===== src/include/shift_ptr_pkg.sv =====
// Constants, operation codes and field layout for the shift, pointer and mask-test datapath.
// Assumes the core decoder supplies operands already fetched and takes results one cycle later.
// Notes on behaviour
// - Single-bit arithmetic left shift moves the whole destination register left by one.
// - Single-bit arithmetic right shift moves the whole destination right, keeping sign.
// - Barrel left shift moves first source left by second source's low four bits.
// - Barrel arithmetic right shift moves first source right, sign kept, by four low bits.
// - Arithmetic shift-accumulate shifts a source word and adds it into the accumulator.
// - Single-bit logical shifts move a 16-bit word one place, zero entering.
// - Barrel logical right shift moves first source right by four low bits, zero fill.
// - Barrel logical right shift into an accumulator clears the extension bits.
// - Logical shift-accumulate shifts a source word logically and adds it into the accumulator.
// - Left rotate through carry: old carry enters bit zero, old top bit becomes carry.
// - Right rotate through carry: old carry enters top bit, bit zero becomes carry.
// - Pointer post-increment and post-decrement add or subtract one.
// - Indexed pointer update adds the offset register into the pointer.
// - Short-offset update adds a zero-extended six-bit immediate to pointer two.
// - Stack adjustment subtracts a zero-extended six-bit immediate from the stack pointer.
// - Long-offset form adds a sign-extended 16-bit immediate to the pointer.
// - Test-then-decrement tests the pointer value, then decrements it by one.
// - All-ones mask test sets carry when every masked bit is one, else clears it.
// - All-zeros mask test sets carry when every masked bit is zero, else clears it.
// - Short direct memory form carries a six-bit absolute data address.
// - Short peripheral form carries a six-bit absolute address in the I/O region.
// - Constant AND, XOR and OR combine an operand with a 16-bit immediate.
// - Word operands for arithmetic accumulator sums are sign-extended, logical ones zero-extended, both padded with sixteen zeros.
package shift_ptr_pkg;

    // ----------------------------------------
    // Widths and field positions
    // ----------------------------------------
    localparam int WORD_W = 16;
    localparam int ACC_W = 36;
    localparam int EXT_W = 4;
    localparam int SHAMT_W = 4;
    localparam int SHORT_ADDR_W = 6;
    localparam int WORD_LO = 16;
    localparam int EXT_LO = 32;
    localparam logic [WORD_W-1:0] IO_REGION_BASE = 16'hFFC0;
    localparam logic [WORD_W-1:0] WORD_ZERO = 16'h0000;
    localparam logic [ACC_W-1:0] ACC_ZERO = 36'h000000000;
    localparam logic [WORD_W-1:0] WORD_ONE = 16'h0001;

    // ----------------------------------------
    // Operation codes
    // ----------------------------------------
    typedef enum logic [4:0] {
        OP_NONE,
        OP_ARITH_SHIFT_LEFT_ONE,
        OP_ARITH_SHIFT_RIGHT_ONE,
        OP_ARITH_BARREL_LEFT,
        OP_ARITH_BARREL_RIGHT,
        OP_ARITH_SHIFT_ACCUMULATE,
        OP_LOGICAL_LEFT_ONE,
        OP_LOGICAL_RIGHT_ONE,
        OP_LOGICAL_BARREL_RIGHT,
        OP_LOGICAL_SHIFT_ACCUMULATE,
        OP_ROTATE_LEFT_VIA_CARRY,
        OP_ROTATE_RIGHT_VIA_CARRY,
        OP_PTR_INCREMENT,
        OP_PTR_DECREMENT,
        OP_PTR_ADD_OFFSET,
        OP_PTR_TWO_ADD_SHORT,
        OP_STACK_SUB_SHORT,
        OP_PTR_ADD_LONG,
        OP_TEST_THEN_DECREMENT,
        OP_MASK_ALL_ONES_TEST,
        OP_MASK_ALL_ZEROS_TEST,
        OP_SHORT_DIRECT_ADDRESS,
        OP_SHORT_IO_ADDRESS,
        OP_AND_WITH_CONSTANT,
        OP_XOR_WITH_CONSTANT,
        OP_OR_WITH_CONSTANT,
        OP_INVERT_ALIAS
    } op_t;

endpackage


===== src/rtl/shift_pointer_bittest_datapath.sv =====
// Shift, rotate, pointer-update and mask-test datapath of the processor core.
// Assumes the decoder presents one operation per valid cycle with operands already read.
`timescale 1ns/100ps
module shift_pointer_bittest_datapath
    import shift_ptr_pkg::*;
(
    input wire logic clock_i,
    input wire logic rst_i,
    input wire logic op_valid_i,
    input wire op_t op_code_i,
    input wire logic dest_is_acc_i,
    input wire logic [ACC_W-1:0] dest_i,
    input wire logic [WORD_W-1:0] src1_i,
    input wire logic [WORD_W-1:0] src2_i,
    input wire logic [ACC_W-1:0] acc_i,
    input wire logic carry_i,
    input wire logic [WORD_W-1:0] pointer_reg_i,
    input wire logic [WORD_W-1:0] offset_i,
    input wire logic [WORD_W-1:0] imm_i,
    input wire logic [SHORT_ADDR_W-1:0] short_addr_i,
    output logic [ACC_W-1:0] result_o,
    output logic result_we_o,
    output logic carry_o,
    output logic carry_we_o,
    output logic [WORD_W-1:0] pointer_reg_o,
    output logic pointer_we_o,
    output logic ptr_zero_o,
    output logic ptr_negative_o,
    output logic ptr_flags_we_o,
    output logic [WORD_W-1:0] mem_addr_o,
    output logic mem_addr_valid_o,
    output logic done_o
);

    // ----------------------------------------
    // Helpers
    // ----------------------------------------
    // The 16-bit word of a destination: the middle word of an accumulator, else the register.
    function automatic logic [WORD_W-1:0] word_of(input logic [ACC_W-1:0] v, input logic is_acc);
        word_of = is_acc ? v[EXT_LO-1:WORD_LO] : v[WORD_W-1:0];
    endfunction

    // Writing a word back keeps the other accumulator fields untouched.
    function automatic logic [ACC_W-1:0] put_word(input logic [ACC_W-1:0] v,
                                                  input logic [WORD_W-1:0] w,
                                                  input logic is_acc);
        put_word = is_acc ? {v[ACC_W-1:EXT_LO], w, v[WORD_LO-1:0]} : {20'h00000, w};
    endfunction

    // Sign extension into the top field with sixteen zero low bits.
    function automatic logic [ACC_W-1:0] acc_form(input logic [WORD_W-1:0] w);
        acc_form = {{EXT_W{w[WORD_W-1]}}, w, WORD_ZERO};
    endfunction

    // Sixteen-bit results land in an accumulator in accumulator form, else as a plain word.
    function automatic logic [ACC_W-1:0] place_signed(input logic [WORD_W-1:0] w,
                                                      input logic is_acc);
        place_signed = is_acc ? acc_form(w) : {20'h00000, w};
    endfunction

    // ----------------------------------------
    // Operation evaluation
    // ----------------------------------------
    logic [ACC_W-1:0] res_next;
    logic res_we_next;
    logic carry_next;
    logic carry_we_next;
    logic [WORD_W-1:0] ptr_next;
    logic ptr_we_next;
    logic zero_next;
    logic neg_next;
    logic flags_we_next;
    logic [WORD_W-1:0] addr_next;
    logic addr_we_next;

    logic [WORD_W-1:0] dword;
    logic [SHAMT_W-1:0] shamt;
    logic [WORD_W-1:0] barrel_left;
    logic [WORD_W-1:0] barrel_arith_right;
    logic [WORD_W-1:0] barrel_logic_right;
    logic [WORD_W-1:0] masked;

    assign dword = word_of(dest_i, dest_is_acc_i);
    assign shamt = src2_i[SHAMT_W-1:0];
    assign barrel_left = src1_i << shamt;
    assign barrel_arith_right = WORD_W'($signed(src1_i) >>> shamt);
    assign barrel_logic_right = src1_i >> shamt;
    assign masked = src1_i & imm_i;

    always_comb begin
        res_next = ACC_ZERO;
        res_we_next = 1'b0;
        carry_next = 1'b0;
        carry_we_next = 1'b0;
        ptr_next = WORD_ZERO;
        ptr_we_next = 1'b0;
        zero_next = 1'b0;
        neg_next = 1'b0;
        flags_we_next = 1'b0;
        addr_next = WORD_ZERO;
        addr_we_next = 1'b0;
        if (op_valid_i) begin
            unique case (op_code_i)
                OP_NONE: begin
                end
                OP_ARITH_SHIFT_LEFT_ONE: begin
                    res_we_next = 1'b1;
                    carry_we_next = 1'b1;
                    if (dest_is_acc_i) begin
                        res_next = {dest_i[ACC_W-2:0], 1'b0};
                        carry_next = dest_i[ACC_W-1];
                    end else begin
                        res_next = {20'h00000, dest_i[WORD_W-2:0], 1'b0};
                        carry_next = dest_i[WORD_W-1];
                    end
                end
                OP_ARITH_SHIFT_RIGHT_ONE: begin
                    res_we_next = 1'b1;
                    carry_we_next = 1'b1;
                    carry_next = dest_i[0];
                    if (dest_is_acc_i) begin
                        res_next = {dest_i[ACC_W-1], dest_i[ACC_W-1:1]};
                    end else begin
                        res_next = {20'h00000, dest_i[WORD_W-1], dest_i[WORD_W-1:1]};
                    end
                end
                OP_ARITH_BARREL_LEFT: begin
                    res_we_next = 1'b1;
                    res_next = place_signed(barrel_left, dest_is_acc_i);
                end
                OP_ARITH_BARREL_RIGHT: begin
                    res_we_next = 1'b1;
                    res_next = place_signed(barrel_arith_right, dest_is_acc_i);
                end
                OP_ARITH_SHIFT_ACCUMULATE: begin
                    res_we_next = 1'b1;
                    res_next = acc_i + acc_form(barrel_arith_right);
                end
                OP_LOGICAL_LEFT_ONE: begin
                    res_we_next = 1'b1;
                    carry_we_next = 1'b1;
                    carry_next = dword[WORD_W-1];
                    res_next = put_word(dest_i, {dword[WORD_W-2:0], 1'b0}, dest_is_acc_i);
                end
                OP_LOGICAL_RIGHT_ONE: begin
                    res_we_next = 1'b1;
                    carry_we_next = 1'b1;
                    carry_next = dword[0];
                    res_next = put_word(dest_i, {1'b0, dword[WORD_W-1:1]}, dest_is_acc_i);
                end
                OP_LOGICAL_BARREL_RIGHT: begin
                    res_we_next = 1'b1;
                    // Extension and low word are both cleared in an accumulator.
                    if (dest_is_acc_i) begin
                        res_next = {{EXT_W{1'b0}}, barrel_logic_right, WORD_ZERO};
                    end else begin
                        res_next = {20'h00000, barrel_logic_right};
                    end
                end
                OP_LOGICAL_SHIFT_ACCUMULATE: begin
                    res_we_next = 1'b1;
                    // A logical result is unsigned, so it joins the sum zero-extended.
                    res_next = acc_i + {{EXT_W{1'b0}}, barrel_logic_right, WORD_ZERO};
                end
                OP_ROTATE_LEFT_VIA_CARRY: begin
                    res_we_next = 1'b1;
                    carry_we_next = 1'b1;
                    carry_next = dword[WORD_W-1];
                    res_next = put_word(dest_i, {dword[WORD_W-2:0], carry_i}, dest_is_acc_i);
                end
                OP_ROTATE_RIGHT_VIA_CARRY: begin
                    res_we_next = 1'b1;
                    carry_we_next = 1'b1;
                    carry_next = dword[0];
                    res_next = put_word(dest_i, {carry_i, dword[WORD_W-1:1]}, dest_is_acc_i);
                end
                OP_PTR_INCREMENT: begin
                    ptr_we_next = 1'b1;
                    ptr_next = pointer_reg_i + WORD_ONE;
                end
                OP_PTR_DECREMENT: begin
                    ptr_we_next = 1'b1;
                    ptr_next = pointer_reg_i - WORD_ONE;
                end
                OP_PTR_ADD_OFFSET: begin
                    ptr_we_next = 1'b1;
                    ptr_next = pointer_reg_i + offset_i;
                end
                OP_PTR_TWO_ADD_SHORT: begin
                    ptr_we_next = 1'b1;
                    ptr_next = pointer_reg_i + {10'h000, short_addr_i};
                end
                OP_STACK_SUB_SHORT: begin
                    ptr_we_next = 1'b1;
                    ptr_next = pointer_reg_i - {10'h000, short_addr_i};
                end
                OP_PTR_ADD_LONG: begin
                    ptr_we_next = 1'b1;
                    ptr_next = pointer_reg_i + imm_i;
                end
                OP_TEST_THEN_DECREMENT: begin
                    // Flags describe the value before the decrement.
                    flags_we_next = 1'b1;
                    zero_next = (pointer_reg_i == WORD_ZERO);
                    neg_next = pointer_reg_i[WORD_W-1];
                    ptr_we_next = 1'b1;
                    ptr_next = pointer_reg_i - WORD_ONE;
                end
                OP_MASK_ALL_ONES_TEST: begin
                    // The operand source is trusted never to be the hardware stack register.
                    carry_we_next = 1'b1;
                    carry_next = (masked == imm_i);
                end
                OP_MASK_ALL_ZEROS_TEST: begin
                    carry_we_next = 1'b1;
                    carry_next = (masked == WORD_ZERO);
                end
                OP_SHORT_DIRECT_ADDRESS: begin
                    addr_we_next = 1'b1;
                    addr_next = {10'h000, short_addr_i};
                end
                OP_SHORT_IO_ADDRESS: begin
                    addr_we_next = 1'b1;
                    addr_next = IO_REGION_BASE | {10'h000, short_addr_i};
                end
                OP_AND_WITH_CONSTANT: begin
                    res_we_next = 1'b1;
                    res_next = put_word(dest_i, src1_i & imm_i, dest_is_acc_i);
                end
                OP_XOR_WITH_CONSTANT: begin
                    res_we_next = 1'b1;
                    res_next = put_word(dest_i, src1_i ^ imm_i, dest_is_acc_i);
                end
                OP_OR_WITH_CONSTANT: begin
                    res_we_next = 1'b1;
                    res_next = put_word(dest_i, src1_i | imm_i, dest_is_acc_i);
                end
                OP_INVERT_ALIAS: begin
                    res_we_next = 1'b1;
                    res_next = put_word(dest_i, ~src1_i, dest_is_acc_i);
                end
                default: begin
                end
            endcase
        end
    end

    // ----------------------------------------
    // Result registers
    // ----------------------------------------
    always_ff @(posedge clock_i) begin
        if (rst_i) begin
            result_o <= ACC_ZERO;
            result_we_o <= 1'b0;
        end else begin
            result_o <= res_next;
            result_we_o <= res_we_next;
        end
    end

    // The carry strobe rises for mask tests too, while the result strobe stays low.
    always_ff @(posedge clock_i) begin
        if (rst_i) begin
            carry_o <= 1'b0;
            carry_we_o <= 1'b0;
        end else begin
            carry_o <= carry_next;
            carry_we_o <= carry_we_next;
        end
    end

    always_ff @(posedge clock_i) begin
        if (rst_i) begin
            pointer_reg_o <= WORD_ZERO;
            pointer_we_o <= 1'b0;
            ptr_zero_o <= 1'b0;
            ptr_negative_o <= 1'b0;
            ptr_flags_we_o <= 1'b0;
        end else begin
            pointer_reg_o <= ptr_next;
            pointer_we_o <= ptr_we_next;
            ptr_zero_o <= zero_next;
            ptr_negative_o <= neg_next;
            ptr_flags_we_o <= flags_we_next;
        end
    end

    always_ff @(posedge clock_i) begin
        if (rst_i) begin
            mem_addr_o <= WORD_ZERO;
            mem_addr_valid_o <= 1'b0;
            done_o <= 1'b0;
        end else begin
            mem_addr_o <= addr_next;
            mem_addr_valid_o <= addr_we_next;
            done_o <= op_valid_i;
        end
    end

endmodule


===== config.mk =====
export PLATFORM = sky130hd
export DESIGN_NAME = shift_pointer_bittest_datapath
export DESIGN_NICKNAME = d
export VERILOG_FILES = /design/src/include/shift_ptr_pkg.sv /design/src/rtl/shift_pointer_bittest_datapath.sv
export SDC_FILE = /design/constraint.sdc
export NUM_CORES = 1
export LEC_CHECK = 0
export ABC_CLOCK_PERIOD_IN_PS = 10300
export CORE_ASPECT_RATIO = 1.5
export CORE_MARGIN = 2
export CORE_UTILIZATION = 50
export CTS_CLUSTER_SIZE = 40
export DETAILED_ROUTE_END_ITERATION = 10
export DONT_BUFFER_PORTS = 1
export PLACE_DENSITY = 0.69
export SETUP_SLACK_MARGIN = 0.4
export SLEW_MARGIN = 20
export SYNTH_ARGS = -nofsm -noshare
export SYNTH_HDL_FRONTEND = slang
export SYNTH_SLANG_ARGS = --single-unit

===== constraint.sdc =====
create_clock -name clock_i -period 10.3 [get_ports clock_i]
set_input_delay 1.03 -clock clock_i [delete_from_list [all_inputs] [get_ports clock_i]]
set_output_delay 1.03 -clock clock_i [all_outputs]
set_load 0.03 [all_outputs]

---- Yosys cells after proc, flatten, opt, wreduce, memory -nomap -nowiden ----
Cells that the tools add are included.
storage, ports and cells
  register bits after elaboration ......... 77
  bits of input ports ..................... 168
  logic and storage cells ................. 91
operators by class
  add/subtract/negate cells ............... 8
  eq/ne operators ......................... 27
  shift-type cells ........................ 3
  multiplexer cells ....................... 24
  bitwise operators ....................... 6
  reductions and logical operators ........ 11
operator list
  operator                                                                count
  36-bit one-hot mux with 15 select lines                                 1
  36-bit two-way mux                                                      12
  16-bit one-hot mux with 6 select lines                                  1
  5-bit equality test (second input constant)                             11
  5-bit by 4-bit equality test with 1-bit output (second input constant)  8
  36-bit by 32-bit adder with 36-bit output                               1
  36-bit adder                                                            1
  16-bit adder                                                            2
  16-bit zero test                                                        2
  32-bit two-way mux                                                      1
  16-bit one-hot mux with 2 select lines                                  1
  5-bit by 3-bit equality test with 1-bit output (second input constant)  4
  16-bit by 1-bit adder with 16-bit output (second input constant)        1
  16-bit by 6-bit adder with 16-bit output                                1
  16-bit AND                                                              1
  16-bit equality test                                                    1
  16-bit two-way mux                                                      1
  16-bit NOT                                                              1
  16-bit OR                                                               1
  16-bit by 4-bit << shifter with 16-bit output                           1
  16-bit by 4-bit >> shifter with 16-bit output                           1
  16-bit by 4-bit >>> shifter with 16-bit output                          1
  16-bit by 1-bit subtractor with 16-bit output (second input constant)   1
  16-bit by 6-bit subtractor with 16-bit output                           1
  other kinds (11)                                                        22

---- Logic depth before layout (Yosys ltp) ----
  depth in word-level cells ............... 3
  depth in mapped cells ................... 18
  depth with buffers taken out ............ 15

---- Worst setup path after synthesis ----
OpenSTA, ideal clock, no wires.
  path kind ............................... in2reg
  start ................................... input op_code_i[0]
  end ..................................... register pointer_reg_o[10]
  library setup time ...................... 0.128 ns
  data arrival time ....................... 4.277 ns
  data required time ...................... 10.172 ns
  setup slack ............................. 5.895 ns
  cell stages on the path ................. 15
  path buffers ............................ 5
  cells stage by stage .................... buf_2 buf_2 buf_2 buf_2 buf_2 nor3_1 a221oi_1 fa_1 a21o_1 a21o_1 a221oi_1 o21ai_0 a21oi_1 xor2_1 nor2_1
on the way
  word-level cells in the longest chain between the ends .. 3
ends and longest elaborated chain
  what                                                                                   line                                   source
  start: declaration                                                                     shift_pointer_bittest_datapath.sv:10   input wire op_t op_code_i,
  5-bit equality test or 5-bit by 4-bit equality test with 1-bit output (tied branches)  shift_pointer_bittest_datapath.sv:103  unique case (op_code_i)
  2-bit OR reduction (no source line)                                                    -
  16-bit one-hot mux with 6 select lines (*)                                             shift_pointer_bittest_datapath.sv:103
  end signal: assignment                                                                 shift_pointer_bittest_datapath.sv:280  pointer_reg_o <= ptr_next;
  end: declaration                                                                       shift_pointer_bittest_datapath.sv:25   output logic [WORD_W-1:0] pointer_reg_o,
Every way passes the cells marked *; elsewhere a longest branch is shown, timed or not.
A chain may end at the register's enable or synchronous reset.

---- Worst setup path in the final report ----
  start ................................... input src2_i[2]
  end ..................................... register result_o[32]
on the way
  word-level cells in the longest chain between the ends .. 3
ends and longest elaborated chain
  what                                                                   line                                   source
  start: declaration                                                     shift_pointer_bittest_datapath.sv:14   input wire logic [WORD_W-1:0] src2_i,
  16-bit by 4-bit >> shifter with 16-bit output (tied with other cells)  shift_pointer_bittest_datapath.sv:87   assign barrel_logic_right = src1_i >> shamt;
  36-bit by 32-bit adder with 36-bit output (tied with other cells)      shift_pointer_bittest_datapath.sv:163  res_next = acc_i + {{EXT_W{1'b0}}, barrel_logic_right, WORD_ZERO};
  36-bit one-hot mux with 15 select lines (*)                            shift_pointer_bittest_datapath.sv:103
  end signal: assignment                                                 shift_pointer_bittest_datapath.sv:256  result_o <= res_next;
  end: declaration                                                       shift_pointer_bittest_datapath.sv:21   output logic [ACC_W-1:0] result_o,
Marked as above.

==> results_dict.tcl <==
set metrics [dict create \
    nets 1420 \
    io-pin-count 245 \
    synth_top_cell_area_share 0.1473 \
    post-place-ws_ns 5.071 \
    tightest_slew_ns 0.9898 \
    fin_area_um2 9520 \
    start_util 0.5131 \
    postCtsResizedCells 0 \
    synthSimpleGateAreaFrac 0.2416 \
    grt_pass1_vias 9613 \
    syn_inst 1228 \
    start_kind "primary input" \
    seq_power_share 0.289 \
    finalNonFillerCells 1386 \
    synth.area.mux_share 0.1060 \
    hold_class "in -> reg" \
    grtUsageTotal 0.3707 \
    synth_top_area_cell "dfxtp_1" \
    yosysWarnings 0 \
    final_cell_mix "nand2_1 (118), nor2_1 (101), ha_1 (86)" \
    crit_top_cell "o21ai_0" \
    final_common_cell "nand2_1" \
    critPathCaptureType "register" \
    hpwlAfterDp_um 29450 \
    violations "DRC" \
    crit_slowest_cell "clkinv_1" \
    syn_to_final_growth_pct 2.991 \
    status "finished with violations" \
    p_leak_nw 3.825 \
    syn_avg_cell_area_um2 7.528 \
    fin_setup_tns_ns 0 \
    period_share 0.4789 \
    place_area_um2 9196 \
    routabilityCongestion 0.9922 \
    portBuffers 0 \
    max_freq_ghz 0.2027 \
    dieWidth_um 115.0 \
    post-cts-setup-buffers 0 \
    ant_nets 0 \
    initialDrtViolationCount 1134 \
    hold_path_depth 1 \
    worstPathArrival_ns 5.18 \
    critPathKind "in -> reg" \
    cp_max_fo 37 \
    antenna_found_initial 0 \
    cp_cell_sequence "clkinv_1 > mux4_2 > o21ai_0 > inv_1 > ha_1 > fa_1 > a211oi_1 > o21ai_0 > o2111ai_1 > a21boi_0 > o21ai_1 > a311oi_1 > o22ai_1" \
    wl_um 37250 \
    slowest_delay_ns 0.57 \
    dieHeight_um 170.5 \
    synthArstFlopShare 0 \
    slew_headroom 0.3377 \
    antenna_cells 0 \
    switching_power_w 0.0003542 \
    power.density_nw_per_um2 102.3 \
    ys_seq_area_frac 0.1473 \
    drt-wirelength-per-cell_um 26.88 \
    drv_slew 0 \
    cap_violations 0 \
    synth_adder_area_share 0.1207 \
    ir_drop_v 0.00009148 \
    power_frac_comb 0.346 \
    place_inst 1370 \
    cts_buffers 9 \
    grt_pass1_wl_um 55500 \
    cts_hold_buf 0 \
    setup_ws_ns 5.368 \
    synth-seq-cells 68 \
    path_clk_slew_ns 0.06 \
    via_count 9863 \
    drive_gt1_frac 0.06758 \
    grt-ovfl-total 0 \
    power.internal_w 0.0006201 \
    synth_edf_count 0 \
    h-tree-depth 3 \
    report.final.setup_viol 0 \
    clockBufferDepth 2 \
    hp-start "op_code_i[0]" \
    syn_nets 1484 \
    finalHoldViolCount 0 \
    synthXorXnorAreaFrac 0.05401 \
    drc 2 \
    hold_path_end "mem_addr_o[14]" \
    avgViaCountPerCell 7.116 \
    synth_area_um2 9244 \
    required_ns 10.55 \
    ys.flop_type "dfxtp_1" \
    clock_sinks 68 \
    dr.pass1.iters 11 \
    synthTopCellsByArea "dfxtp_1 (15%), ha_1 (12%), mux4_2 (5.6%), nand2_1 (4.8%), nor2_1 (4.1%)" \
    synth_top_family_by_area "compound AO/OA/AOI/OAI gates" \
    core.rowCount 60 \
    swShare 0.3636 \
    synth-compound-area-share 0.2641 \
    clockRootBuffer "clkbuf_16" \
    final.min_clock_period_ns 4.932 \
    cts_tree "built" \
    fp.coreArea_um2 18020 \
    clkPwrFrac 0.365 \
    grt_max_degree 55 \
    die_area_um2 19610 \
    grt_setup_unrepaired "false" \
    synth_cell_types 82 \
]
[metal layers]
layer	global-route usage	wire length, um
met4	0.2410	2739
met2	0.6575	18810
met1	0.3766	12320
met5	0	0
met3	0.1010	3383
[how the worst max path moves through the flow]
| stage | start | to | cells after the start |
|---|---|---|---|
| detailed placement | src2_i[2] | result_o[32] | 13 |
| floorplan | op_code_i[0] | pointer_reg_o[10] | 15 |
| finish | src2_i[2] | result_o[32] | 13 |
| CTS | src2_i[2] | result_o[32] | 13 |
| global route | src2_i[2] | result_o[32] | 13 |
| global placement | src2_i[2] | result_o[32] | 13 |
[state kept, by name (all words and copies together) (netlist names)]
| name | count |
|---|---|
| pointer_we_o | 1 |
| result_o | 36 |
| result_we_o | 1 |
| pointer_reg_o | 16 |
| ptr_flags_we_o | 1 |
| ptr_zero_o | 1 |
| mem_addr_o | 7 |
| mem_addr_valid_o | 1 |
| done_o | 1 |
| ptr_negative_o | 1 |
| carry_o | 1 |
| carry_we_o | 1 |
[power groups by stage]
stage | registers, W | logic, W | clock network, W
2_1_floorplan | 0.000287 | 0.000265 | 0
3_3_place_gp | 0.000288 | 0.000327 | 0
3_5_place_dp | 0.000288 | 0.000329 | 0
4_1_cts | 0.000282 | 0.000331 | 0.000358
5_1_grt | 0.000282 | 0.000365 | 0.000368
6_report | 0.000282 | 0.000337 | 0.000356
[cell type report]
| class | count | area, um^2 |
|---|---|---|
| tap | 217 | 271.5 |
| sequential | 68 | 1365 |
| timing repair buffer | 7 | 52.55 |
| inverter | 59 | 221.5 |
| clock buffer | 9 | 225.2 |
| fill | 1796 | 8497 |
| clock inverter | 7 | 98.84 |
| multi-input combinational | 1019 | 7286 |
[cell usage after synthesis, types with 13 or more instances]
master    count
nand2_1     118
nor2_1      101
ha_1         86
a21oi_1      71
dfxtp_1      68
o21ai_0      65
inv_1        56
clkbuf_1     46
nor3_1       38
nand3_1      35
xnor2_1      33
or3_1        30
mux2i_1      27
nor4_1       27
xor2_1       24
mux4_2       23
o22ai_1      22
a221oi_1     20
nand4_1      20
a21o_1       19
a31oi_1      17
mux2_2       17
buf_2        16
a211oi_1     15
and2_1       14
buf_4        13
nand2b_1     13
nor2b_1      13
[critical path: cells and delay by family]
family | cells | cell delay (ns)
AOI/OAI and AO/OA | 8 | 2.26
adders and majority gates | 2 | 0.71
buffers and inverters | 2 | 0.67
muxes | 1 | 0.51
[through the flow]
step / total power (W) / hold slack [ns] / util
finish: 0.0009744 / 0.7607 / 0.5284
global route: 0.001015 / 0.7477 / 0.5284
CTS: 0.0009705 / 0.7529 / 0.5284
detailed placement: 0.0006168 / 1.113 / 0.5104
global placement: 0.0006146 / 1.118 / 0.5104
floorplan: 0.0005520 / 1.152 / -
[kinds of logic (layout without fill, tap and decap cells)]
family                   Yosys count  count (layout)
buffers and inverters            141              82
flip-flops                        68              68
multiplexers                      67              67
XOR/XNOR                          57              57
AND/OR/NAND/NOR                  448             448
adder cells (fa/ha/maj)           88              88
AO/OA/AOI/OAI                    359             359
(Power assumes the default switching activity.)
